`config.mk`:
```
export PLATFORM = sky130hd
export DESIGN_NAME = scp_serial_port
export DESIGN_NICKNAME = d
export VERILOG_FILES = /design/src/scp_pkg.sv /design/src/scp_serial_port.sv
export SDC_FILE = /design/constraint.sdc
export NUM_CORES = 1
export LEC_CHECK = 0
export BUFFER_PORTS_ARGS = -buffer_cell sky130_fd_sc_hd__clkbuf_2
export CAP_MARGIN = 20
export CORE_AREA = 4 4 77 107
export CTS_CLUSTER_DIAMETER = 150
export DETAILED_ROUTE_END_ITERATION = 12
export DIE_AREA = 0 0 81 111
export GPL_TIMING_DRIVEN = 0
export MAX_ROUTING_LAYER = met4
export PLACE_DENSITY_LB_ADDON = 0.15
export SYNTH_ARGS = -nofsm -noshare
export SYNTH_HDL_FRONTEND = slang
export SYNTH_SLANG_ARGS = --single-unit
```
`constraint.sdc`:
```
create_clock -name ref_clk -period 5.69 [get_ports ref_clk]
set_clock_uncertainty 0.1 [all_clocks]
set_input_delay 0.569 -clock ref_clk [delete_from_list [all_inputs] [get_ports ref_clk]]
set_output_delay 0.569 -clock ref_clk [all_outputs]
set_load 0.03 [all_outputs]
```
`src/scp_pkg.sv`:
```
// constants, types and field layout of the serial control port slave
package scp_pkg;

	// ------------------------------------------------------------
	// address map and fields
	// ------------------------------------------------------------
	localparam int          ADDR_W       = 13;
	localparam logic [12:0] CFG_ADDR     = 13'h0000;
	localparam logic [12:0] RO_LO_ADDR   = 13'h0001;
	localparam logic [12:0] RO_HI_ADDR   = 13'h0003;
	localparam logic [12:0] RDSEL_ADDR   = 13'h0004;
	localparam logic [12:0] UPD_ADDR     = 13'h0005;
	localparam logic [12:0] ADDR_STEP    = 13'h0001;
	localparam logic [7:0]  CFG_RST      = 8'h18;
	localparam logic [7:0]  RDSEL_RST    = 8'h00;
	localparam int          CFG_LSB_BIT  = 6;
	localparam int          CFG_SRST_BIT = 5;
	localparam int          RDSEL_BIT    = 0;
	localparam int          UPD_BIT      = 0;

	// ------------------------------------------------------------
	// framing counts
	// ------------------------------------------------------------
	localparam logic [3:0]  INSTR_LAST   = 4'hf;
	localparam logic [3:0]  BYTE_LAST    = 4'h7;
	localparam logic [1:0]  LEN_STREAM   = 2'h3;

	// ------------------------------------------------------------
	// types
	// ------------------------------------------------------------
	typedef enum logic [1:0] {
		SCP_INSTR = 2'h0,
		SCP_DATA  = 2'h1,
		SCP_DONE  = 2'h3
	} scp_state_e;

	typedef struct packed {
		logic        dir;
		logic [1:0]  len;
		logic [12:0] addr;
	} scp_instr_s;

	typedef struct packed {
		logic sclk;
		logic csN;
		logic sdio;
		logic ioUpd;
	} scp_pins_s;

	localparam scp_pins_s PINS_RST = '{sclk: 1'b0, csN: 1'b1,
		sdio: 1'b0, ioUpd: 1'b0};

endpackage

```
`src/scp_serial_port.sv`:
```
// serial control port slave: framing, shifting, config registers
`timescale 1ns/1ps
module scp_serial_port (
	input  wire logic ref_clk,         // 40 MHz system clock
	input  wire logic rst,             // async reset, active high
	input  wire logic sclk,            // serial shift clock pin
	input  wire logic csN,             // chip select pin, active low
	input  wire logic sdioIn,          // data line, input side
	output logic      sdioOut,         // data line, output side
	output logic      sdioOe,          // data line output enable
	input  wire logic ioUpdate,        // update strobe pin
	output logic      lsbFirst,        // active bit order setting
	output logic      updateStrobe,    // pulse on shadow transfer
	output logic      softResetStrobe  // pulse on soft reset
);
	import scp_pkg::*;

	// ------------------------------------------------------------
	// pin synchronisers and edge detection
	// ------------------------------------------------------------
	scp_pins_s pinsIn;
	scp_pins_s sync1_r;
	scp_pins_s sync2_r;
	scp_pins_s prev_r;
	logic      sclkRise;
	logic      sclkFall;
	logic      csLow;
	logic      csRise;
	logic      csFall;
	logic      updPinEdge;

	assign pinsIn = '{sclk: sclk, csN: csN, sdio: sdioIn, ioUpd: ioUpdate};

	always_ff @(posedge ref_clk or posedge rst) begin
		if (rst) begin
			sync1_r <= PINS_RST;
			sync2_r <= PINS_RST;
			prev_r  <= PINS_RST;
		end else begin
			sync1_r <= pinsIn;
			sync2_r <= sync1_r;
			prev_r  <= sync2_r;
		end
	end

	assign sclkRise   = sync2_r.sclk & ~prev_r.sclk;
	assign sclkFall   = ~sync2_r.sclk & prev_r.sclk;
	assign csLow      = ~sync2_r.csN;
	assign csRise     = sync2_r.csN & ~prev_r.csN;
	assign csFall     = ~sync2_r.csN & prev_r.csN;
	assign updPinEdge = sync2_r.ioUpd & ~prev_r.ioUpd;

	// ------------------------------------------------------------
	// helpers
	// ------------------------------------------------------------
	function automatic logic [15:0] shiftIn(input logic [15:0] sr,
		input logic d, input logic lsb, input logic wide);
		if (!lsb)
			shiftIn = {sr[14:0], d};
		else if (wide)
			shiftIn = {d, sr[15:1]};
		else
			shiftIn = {8'h00, d, sr[7:1]};
	endfunction

	function automatic logic [12:0] stepAddr(input logic [12:0] a,
		input logic lsb);
		stepAddr = lsb ? a + ADDR_STEP : a - ADDR_STEP;
	endfunction

	// soft reset reads back as zero, forced bits fixed, nibble mirrored
	function automatic logic [7:0] cfgWord(input logic lsb);
		cfgWord = {1'b0, lsb, 1'b0, 1'b1, 1'b1, 1'b0, lsb, 1'b0};
	endfunction

	// ------------------------------------------------------------
	// serial framing state
	// ------------------------------------------------------------
	scp_state_e  state_r, state_nxt;
	logic [3:0]  bitCnt_r, bitCnt_nxt;
	logic [15:0] shift_r, shift_nxt;
	scp_instr_s  instr_r, instr_nxt;
	logic [12:0] addr_r, addr_nxt;
	logic [1:0]  bytesDone_r, bytesDone_nxt;
	logic [7:0]  txByte_r, txByte_nxt;
	logic        sdioOut_r, sdioOut_nxt;
	logic        sdioOe_r, sdioOe_nxt;
	logic        onBoundary;
	logic        byteEnd;
	logic        wrEn;
	logic [12:0] wrAddr;
	logic [7:0]  wrData;
	logic [2:0]  rdBit;

	// config state, declared here because reads need it
	logic shadowLsb_r, shadowLsb_nxt;
	logic activeLsb_r, activeLsb_nxt;
	logic rdSel_r, rdSel_nxt;
	logic updStrobe_r, updStrobe_nxt;
	logic srstStrobe_r, srstStrobe_nxt;
	logic doUpd;
	logic srstHit;
	logic [7:0] cfgRead;

	assign cfgRead = cfgWord(rdSel_r ? shadowLsb_r : activeLsb_r);

	function automatic logic [7:0] readByte(input logic [12:0] a,
		input logic [7:0] cfg, input logic sel);
		if (a == CFG_ADDR)
			readByte = cfg;
		else if (a == RDSEL_ADDR)
			readByte = {7'h00, sel};
		else
			readByte = 8'h00;
	endfunction

	assign onBoundary = bitCnt_r[2:0] == 3'h0;
	assign byteEnd    = csLow && sclkRise && state_r == SCP_DATA
		&& bitCnt_r == BYTE_LAST;
	// bit index follows the count, so driving a bit twice is harmless
	assign rdBit      = activeLsb_r ? bitCnt_r[2:0] : ~bitCnt_r[2:0];

	always_comb begin
		logic [15:0] sh;
		sh            = shiftIn(shift_r, sync2_r.sdio, activeLsb_r,
			state_r == SCP_INSTR);
		state_nxt     = state_r;
		bitCnt_nxt    = bitCnt_r;
		shift_nxt     = shift_r;
		instr_nxt     = instr_r;
		addr_nxt      = addr_r;
		bytesDone_nxt = bytesDone_r;
		txByte_nxt    = txByte_r;
		sdioOut_nxt   = sdioOut_r;
		sdioOe_nxt    = sdioOe_r;
		wrEn          = 1'b0;
		wrAddr        = addr_r;
		wrData        = sh[7:0];
		if (!csLow) begin
			// pins ignored while deselected; line released
			sdioOe_nxt = 1'b0;
			// mid-byte rise flushes; this also ends a stalled
			// transfer after a short partial byte
			if (csRise && (!onBoundary || state_r == SCP_DONE
				|| (state_r == SCP_DATA
				&& instr_r.len == LEN_STREAM))) begin
				state_nxt     = SCP_INSTR;
				bitCnt_nxt    = 4'h0;
				bytesDone_nxt = 2'h0;
				shift_nxt     = 16'h0000;
			end
			// otherwise a boundary stall: everything is kept
		end else if (sclkRise) begin
			unique case (state_r)
				SCP_INSTR: begin
					shift_nxt  = sh;
					bitCnt_nxt = bitCnt_r + 4'h1;
					// only the sixteen-bit format is decoded
					if (bitCnt_r == INSTR_LAST) begin
						instr_nxt     = scp_instr_s'(sh);
						addr_nxt      = instr_nxt.addr;
						bitCnt_nxt    = 4'h0;
						bytesDone_nxt = 2'h0;
						state_nxt     = SCP_DATA;
						txByte_nxt    = readByte(instr_nxt.addr,
							cfgRead, rdSel_r);
					end
				end
				SCP_DATA: begin
					shift_nxt  = sh;
					bitCnt_nxt = bitCnt_r + 4'h1;
					if (bitCnt_r == BYTE_LAST) begin
						wrEn          = !instr_r.dir;
						bitCnt_nxt    = 4'h0;
						bytesDone_nxt = bytesDone_r + 2'h1;
						addr_nxt      = stepAddr(addr_r, activeLsb_r);
						txByte_nxt    = readByte(addr_nxt, cfgRead,
							rdSel_r);
						if (instr_r.len != LEN_STREAM
							&& bytesDone_r == instr_r.len)
							state_nxt = SCP_DONE;
					end
				end
				SCP_DONE: begin
					// surplus clocks are ignored until deselect
				end
			endcase
		end else if ((sclkFall || csFall) && state_r == SCP_DATA
			&& instr_r.dir) begin
			// the fall before a read stall may be lost with the
			// deselect, so the resume drives the pending bit
			sdioOe_nxt  = 1'b1;
			sdioOut_nxt = txByte_r[rdBit];
		end
	end

	always_ff @(posedge ref_clk or posedge rst) begin
		if (rst) begin
			state_r     <= SCP_INSTR;
			bitCnt_r    <= 4'h0;
			shift_r     <= 16'h0000;
			instr_r     <= '0;
			addr_r      <= 13'h0000;
			bytesDone_r <= 2'h0;
			txByte_r    <= 8'h00;
			sdioOut_r   <= 1'b0;
			sdioOe_r    <= 1'b0;
		end else begin
			state_r     <= state_nxt;
			bitCnt_r    <= bitCnt_nxt;
			shift_r     <= shift_nxt;
			instr_r     <= instr_nxt;
			addr_r      <= addr_nxt;
			bytesDone_r <= bytesDone_nxt;
			txByte_r    <= txByte_nxt;
			sdioOut_r   <= sdioOut_nxt;
			sdioOe_r    <= sdioOe_nxt;
		end
	end

	// ------------------------------------------------------------
	// configuration registers
	// ------------------------------------------------------------
	always_comb begin
		shadowLsb_nxt  = shadowLsb_r;
		activeLsb_nxt  = activeLsb_r;
		rdSel_nxt      = rdSel_r;
		updStrobe_nxt  = 1'b0;
		srstStrobe_nxt = 1'b0;
		doUpd          = updPinEdge;
		srstHit        = 1'b0;
		// the read-only range and unmapped space fall through
		if (wrEn) begin
			if (wrAddr == CFG_ADDR) begin
				shadowLsb_nxt = wrData[CFG_LSB_BIT];
				srstHit       = wrData[CFG_SRST_BIT];
			end else if (wrAddr == RDSEL_ADDR) begin
				rdSel_nxt = wrData[RDSEL_BIT];
			end else if (wrAddr == UPD_ADDR) begin
				doUpd = doUpd | wrData[UPD_BIT];
			end
		end
		// whole shadow copied in one edge, so no mix is visible
		if (doUpd) begin
			activeLsb_nxt = shadowLsb_nxt;
			updStrobe_nxt = 1'b1;
		end
		// the reset bit is never stored, so it reads back zero
		if (srstHit) begin
			shadowLsb_nxt  = CFG_RST[CFG_LSB_BIT];
			activeLsb_nxt  = CFG_RST[CFG_LSB_BIT];
			rdSel_nxt      = RDSEL_RST[RDSEL_BIT];
			srstStrobe_nxt = 1'b1;
		end
	end

	always_ff @(posedge ref_clk or posedge rst) begin
		if (rst) begin
			shadowLsb_r  <= CFG_RST[CFG_LSB_BIT];
			activeLsb_r  <= CFG_RST[CFG_LSB_BIT];
			rdSel_r      <= RDSEL_RST[RDSEL_BIT];
			updStrobe_r  <= 1'b0;
			srstStrobe_r <= 1'b0;
		end else begin
			shadowLsb_r  <= shadowLsb_nxt;
			activeLsb_r  <= activeLsb_nxt;
			rdSel_r      <= rdSel_nxt;
			updStrobe_r  <= updStrobe_nxt;
			srstStrobe_r <= srstStrobe_nxt;
		end
	end

	assign sdioOut         = sdioOut_r;
	assign sdioOe          = sdioOe_r;
	assign lsbFirst        = activeLsb_r;
	assign updateStrobe    = updStrobe_r;
	assign softResetStrobe = srstStrobe_r;
endmodule

```
Word level (Yosys, flattened, before mapping):

Cells that the tools add are included.

* add/sub/neg operators: 4
* magnitude comparators: 1
* eq/ne operators: 19
* mux-type cells: 63
* bitwise logic cells: 13
* reduce and logical (&&, ||, !) cells: 33

Operator list (count)
* 2-to-1 mux 16 bit: 6
* equality test 13 x 3 -> 1 bit (second input constant): 4
* zero test 13 bit: 3
* 2-to-1 mux 13 bit: 3
* 2-to-1 mux 1 bit: 28
* case mux 13 bit (2 select lines): 1
* 2-to-1 mux 2 bit: 10
* 2-to-1 mux 4 bit: 5
* 2-to-1 mux 8 bit: 2
* case mux 8 bit (2 select lines): 1
* 2-to-1 mux 7 bit: 2
* nonzero test 2 bit: 7
* adder 13 x 1 -> 13 bit (second input constant): 1
* subtractor 13 x 1 -> 13 bit (second input constant): 1
* AND reduction 3 bit: 4
* AND reduction 5 bit: 2
* inequality test 3 x 2 -> 1 bit (second input constant): 3
* case mux 2 bit (2 select lines): 2
* case mux 4 bit (2 select lines): 1
* inequality test 2 x 1 -> 1 bit (second input constant): 3
* inequality test 2 bit (second input constant): 3
* NOT 1 bit: 6
* AND reduction 6 bit: 1
* AND 1 bit: 5
* 21 further kinds: 29

* register bits: 66
* input bits: 6
* output and inout bits: 5
* word-level logic and storage cells: 159

Longest topological paths before layout:

* word-level depth: 10
* depth in mapped cells: 12

Worst setup path before layout:

Ideal clock, no wire load.

* kind: reg-to-reg
* from: register activeLsb_r (netlist: lsbFirst)
* to: register txByte_r[1]
* library setup time: 0.076 ns
* data arrival time: 3.394 ns
* data required time: 5.514 ns
* setup slack: 2.119 ns
* cell stages (with the launch flop): 12
* buffers on the path: 2
* cells stage by stage: dfrtp_1 -> clkbuf_1 -> inv_2 -> clkbuf_1 -> ha_1 -> a21o_1 -> a221oi_1 -> nor3_1 -> or3_1 -> nor3_1 -> nand4b_1 -> o21ai_1

* longest elaborated chain between the ends: 5
* elaborated cells between the ends (all ways): 10

RTL lines
* from (decl): line scp_serial_port.sv:97 `logic activeLsb_r, activeLsb_nxt;`
* from (signal assigned): line scp_serial_port.sv:260 `activeLsb_r <= CFG_RST[CFG_LSB_BIT];`
* from (signal assigned): line scp_serial_port.sv:266 `activeLsb_r <= activeLsb_nxt;`
* 2-to-1 mux 13 bit or 2-to-1 mux 16 bit (tied branches): line scp_serial_port.sv:68, scp_serial_port.sv:58
* zero test 13 bit: line scp_serial_port.sv:109 `if (a == CFG_ADDR)`
* 2-to-1 mux 7 bit: line scp_serial_port.sv:109
* 2-to-1 mux 8 bit, on equally long branches: line scp_serial_port.sv:172, scp_serial_port.sv:159
* case mux 8 bit (2 select lines) (*): line scp_serial_port.sv:154 `unique case (state_r)`
* to (signal assigned): line scp_serial_port.sv:215 `txByte_r <= txByte_nxt;`
* to (decl): line scp_serial_port.sv:85 `logic [7:0] txByte_r, txByte_nxt;`

Mark *: on every way between the ends. The rest lies on a longest branch, timed or not. The select of a mux whose other input is x is not followed.
A chain may end at the register's enable or synchronous reset.

Worst setup path in the final report:

Ends and elaborated chain as after synthesis.

==> impl_metrics.env <==
export IMPL_status="completed"
export IMPL_clk_latency_ns=0.34
export IMPL_rsz0062_at_grt="false"
export IMPL_num_vias=2977
export IMPL_regArea_um2=1530
export IMPL_max_cap_viol_count=0
export IMPL_start_util=0.484
export IMPL_drt_pass1_iter_count=4
export IMPL_syn_to_final_growth_pct=11.6
export IMPL_clk_path_buf_depth=2
export IMPL_nNetsFinal=436
export IMPL_gp_congestion=0.864
export IMPL_fp_row_count=37
export IMPL_gr_total_overflow=0
export IMPL_path_delay_family="compound AO/OA/AOI/OAI gates"
export IMPL_drv_slew=0
export IMPL_core_um2=7310
export IMPL_grt_pass1_vias=2998
export IMPL_syn_area_per_cell_um2=9.02
export IMPL_grt_max_degree=43
export IMPL_synthArstFlopShare=1.00
export IMPL_tightest_slew_ns=0.988
export IMPL_setup_slack_ns=1.73
export IMPL_slew_headroom=0.340
export IMPL_antenna_found_initial=0
export IMPL_drive_gt1_frac=0.0976
export IMPL_dp_slack_ns=1.29
export IMPL_cts_htree_levels=3
export IMPL_final_cells=517
export IMPL_nFillCells=712
export IMPL_slowest_stage="a221oi_1"
export IMPL_power_density_nw_per_um2=337
export IMPL_cp_arrival_ns=4.13
export IMPL_dieArea_um2=8990
export IMPL_fin_util=0.540
export IMPL_clock_fmax_mhz=252
export IMPL_ys_seq_elements=61
export IMPL_power_leakage_nw=1.75
export IMPL_ctsResizeCount=0
export IMPL_final_hold_viol_count=0
export IMPL_hpwl_um=6420
export IMPL_synth_warnings=0
export IMPL_drt_initial_drc_count=162
export IMPL_cts_buffers=9
export IMPL_synthCells=392
export IMPL_postCtsSetupRepairBufs=0
export IMPL_path_buf_inv=4
export IMPL_slowest_delay_ns=0.74
export IMPL_synth_edff_count=0
export IMPL_start_kind="flop"
export IMPL_cts_sinks=61
export IMPL_yosys_most_used_dff="dfrtp_1"
export IMPL_grt_first_pass_wirelength_um=14500
export IMPL_port_buffers=10
export IMPL_die_y_um=111
export IMPL_hold_buffers=0
export IMPL_multi_input_area_um2=1860
export IMPL_diodes=0
export IMPL_required_ns=5.86
export IMPL_groute_usage_overall=0.212
export IMPL_fin_crit_sh=0.696
export IMPL_drt_total_wl_um=8480
export IMPL_ir_drop_uv=151
export IMPL_min_path_type="primary input to async pin"
export IMPL_yosysUniqueCellTypes=58
export IMPL_dp_cells=500
export IMPL_drcViolationCount=0
export IMPL_crit_path_cell_trace="clkbuf_1, inv_2, clkbuf_1, buf_8, fa_1, a21o_1, a221oi_1, nor3_1, or3_1, nor3_1, nand4b_1, o21ai_1"
export IMPL_syn_num_nets=413
export IMPL_setup_viol=0
export IMPL_pin_count=11
export IMPL_synth_area_um2=3540
export IMPL_endpoint_kind="flop"
export IMPL_setup_tns_ns=0
export IMPL_clk_pin_slew_ns=0.08
export IMPL_antenna_left=0
export IMPL_wl_per_cell_um=16.4
export IMPL_via_per_inst=5.76
export IMPL_cts_tree="yes"
export IMPL_fin_hold_ws_ns=0.108
export IMPL_layout_cells_most_common="dfrtp_1"
export IMPL_die_w_um=81
export IMPL_min_period_ns=3.96
export IMPL_yosysSeqAreaShare=0.433
export IMPL_mostFrequentLayoutCells="58 x dfrtp_1, 52 x nand2_1, 50 x o21ai_0, 25 x nor2_1, 25 x a21oi_1"
export IMPL_path_max_fanout=16
export IMPL_cts_root_buf="clkbuf_8"
export IMPL_worstSetupPathType="flop to flop"
## metal layers
| layer | GRT usage | vias to the layer above | share of wire |
|---|---|---|---|
| li1 | - | 1470 | - |
| met1 | 0.246 | 1433 | 0.41 |
| met2 | 0.353 | 56 | 0.53 |
| met3 | 0.0439 | 18 | 0.033 |
| met4 | 0.0834 | 0 | 0.027 |
| met5 | - | - | 0 |
## power breakdown
part           leakage, nW  switching [mW]  total (mW)  internal, mW
sequential           0.809          0.0340       0.507         0.473
clock                0.102           0.170       0.395         0.225
combinational        0.835           0.277       0.429         0.152
## cell type report
| type | instances | area share |
|---|---|---|
| repair buffers | 12 | 0.0216 |
| plain buffers | 24 | 0.0266 |
| flip-flops and latches | 61 | 0.388 |
| well taps | 97 | 0.0308 |
| clock inverters | 4 | 0.0120 |
| multi-input cells | 296 | 0.471 |
| clock buffers | 12 | 0.0393 |
| inverters | 11 | 0.0105 |
## registers in the layout, summed over array words and instances (netlist names)
signal,count
rdSel_r,1
sync2_r,4
sdioOe,1
prev_r,3
lsbFirst,1
sdioOut,1
updateStrobe,1
bitCnt_r,4
shift_r,16
softResetStrobe,1
addr_r,13
txByte_r,3
instr_r,3
sync1_r,4
shadowLsb_r,1
state_r,2
bytesDone_r,2
## synth_stat cells, drive strengths merged (2+ instances only)
cell | count | area, um2
dfrtp | 58 | 1450
nand2 | 53 | 206
o21ai | 53 | 265
nor2 | 26 | 114
a21oi | 25 | 125
clkbuf | 21 | 78.8
ha | 14 | 175
inv | 11 | 41.3
nor3 | 10 | 50.1
a22oi | 9 | 67.6
mux2i | 9 | 90.1
nand3 | 7 | 35.0
nor4 | 7 | 43.8
xor2 | 7 | 61.3
a21o | 6 | 45.0
nand2b | 6 | 37.5
a31oi | 5 | 31.3
xnor2 | 5 | 43.8
nand4 | 4 | 25.0
a211oi | 3 | 22.5
buf | 3 | 26.3
dfstp | 3 | 78.8
nor2b | 3 | 18.8
o22ai | 3 | 18.8
o31ai | 3 | 22.5
or4 | 3 | 26.3
a221oi | 2 | 17.5
a22o | 2 | 17.5
and3 | 2 | 12.5
mux2 | 2 | 22.5
nand3b | 2 | 15.0
o211a | 2 | 20.0
o211ai | 2 | 15.0
o21bai | 2 | 15.0
or3 | 2 | 12.5
## logic make-up after synthesis
| kind of cell | Yosys count | synth area share |
|---|---|---|
| simple gates | 131 | 0.185 |
| fa+ha+maj | 16 | 0.0580 |
| xor+xnor | 12 | 0.0297 |
| flops | 61 | 0.433 |
| mux | 11 | 0.0318 |
| buf+inv | 35 | 0.0414 |
| compound gates | 126 | 0.221 |
## worst register-to-register path: stages (launching register included)
cell and delay [ns]:
dfrtp_1 0.34, clkbuf_1 0.36, inv_2 0.09, clkbuf_1 0.20
buf_8 0.20, fa_1 0.46, a21o_1 0.19, a221oi_1 0.74
nor3_1 0.10, or3_1 0.42, nor3_1 0.20, nand4b_1 0.26
o21ai_1 0.21
## worst paths after layout
check / cells past startpoint / from / slack (ns) / end
setup / recovery: 12 / lsbFirst / 1.73 / txByte_r[1]
hold / removal: 2 / rst / 0.11 / sync2_r[3]
setup reg to reg: 12 / lsbFirst / 1.73 / txByte_r[1]
hold reg to reg: 0 / sync1_r[1] / 0.25 / sync2_r[1]
max in group asynchronous: 3 / rst / 4.76 / prev_r[2]
min in group ref_clk: 1 / csN / 0.21 / sync1_r[2]
## per-stage QoR
stage	total power, mW	instance area, um2
2_1_floorplan	0.832	3540
3_3_place_gp	0.931	3710
3_5_place_dp	0.942	3730
4_1_cts	1.34	3930
5_1_grt	1.42	3950
6_report	1.33	3950
(Power assumes the default switching activity.)
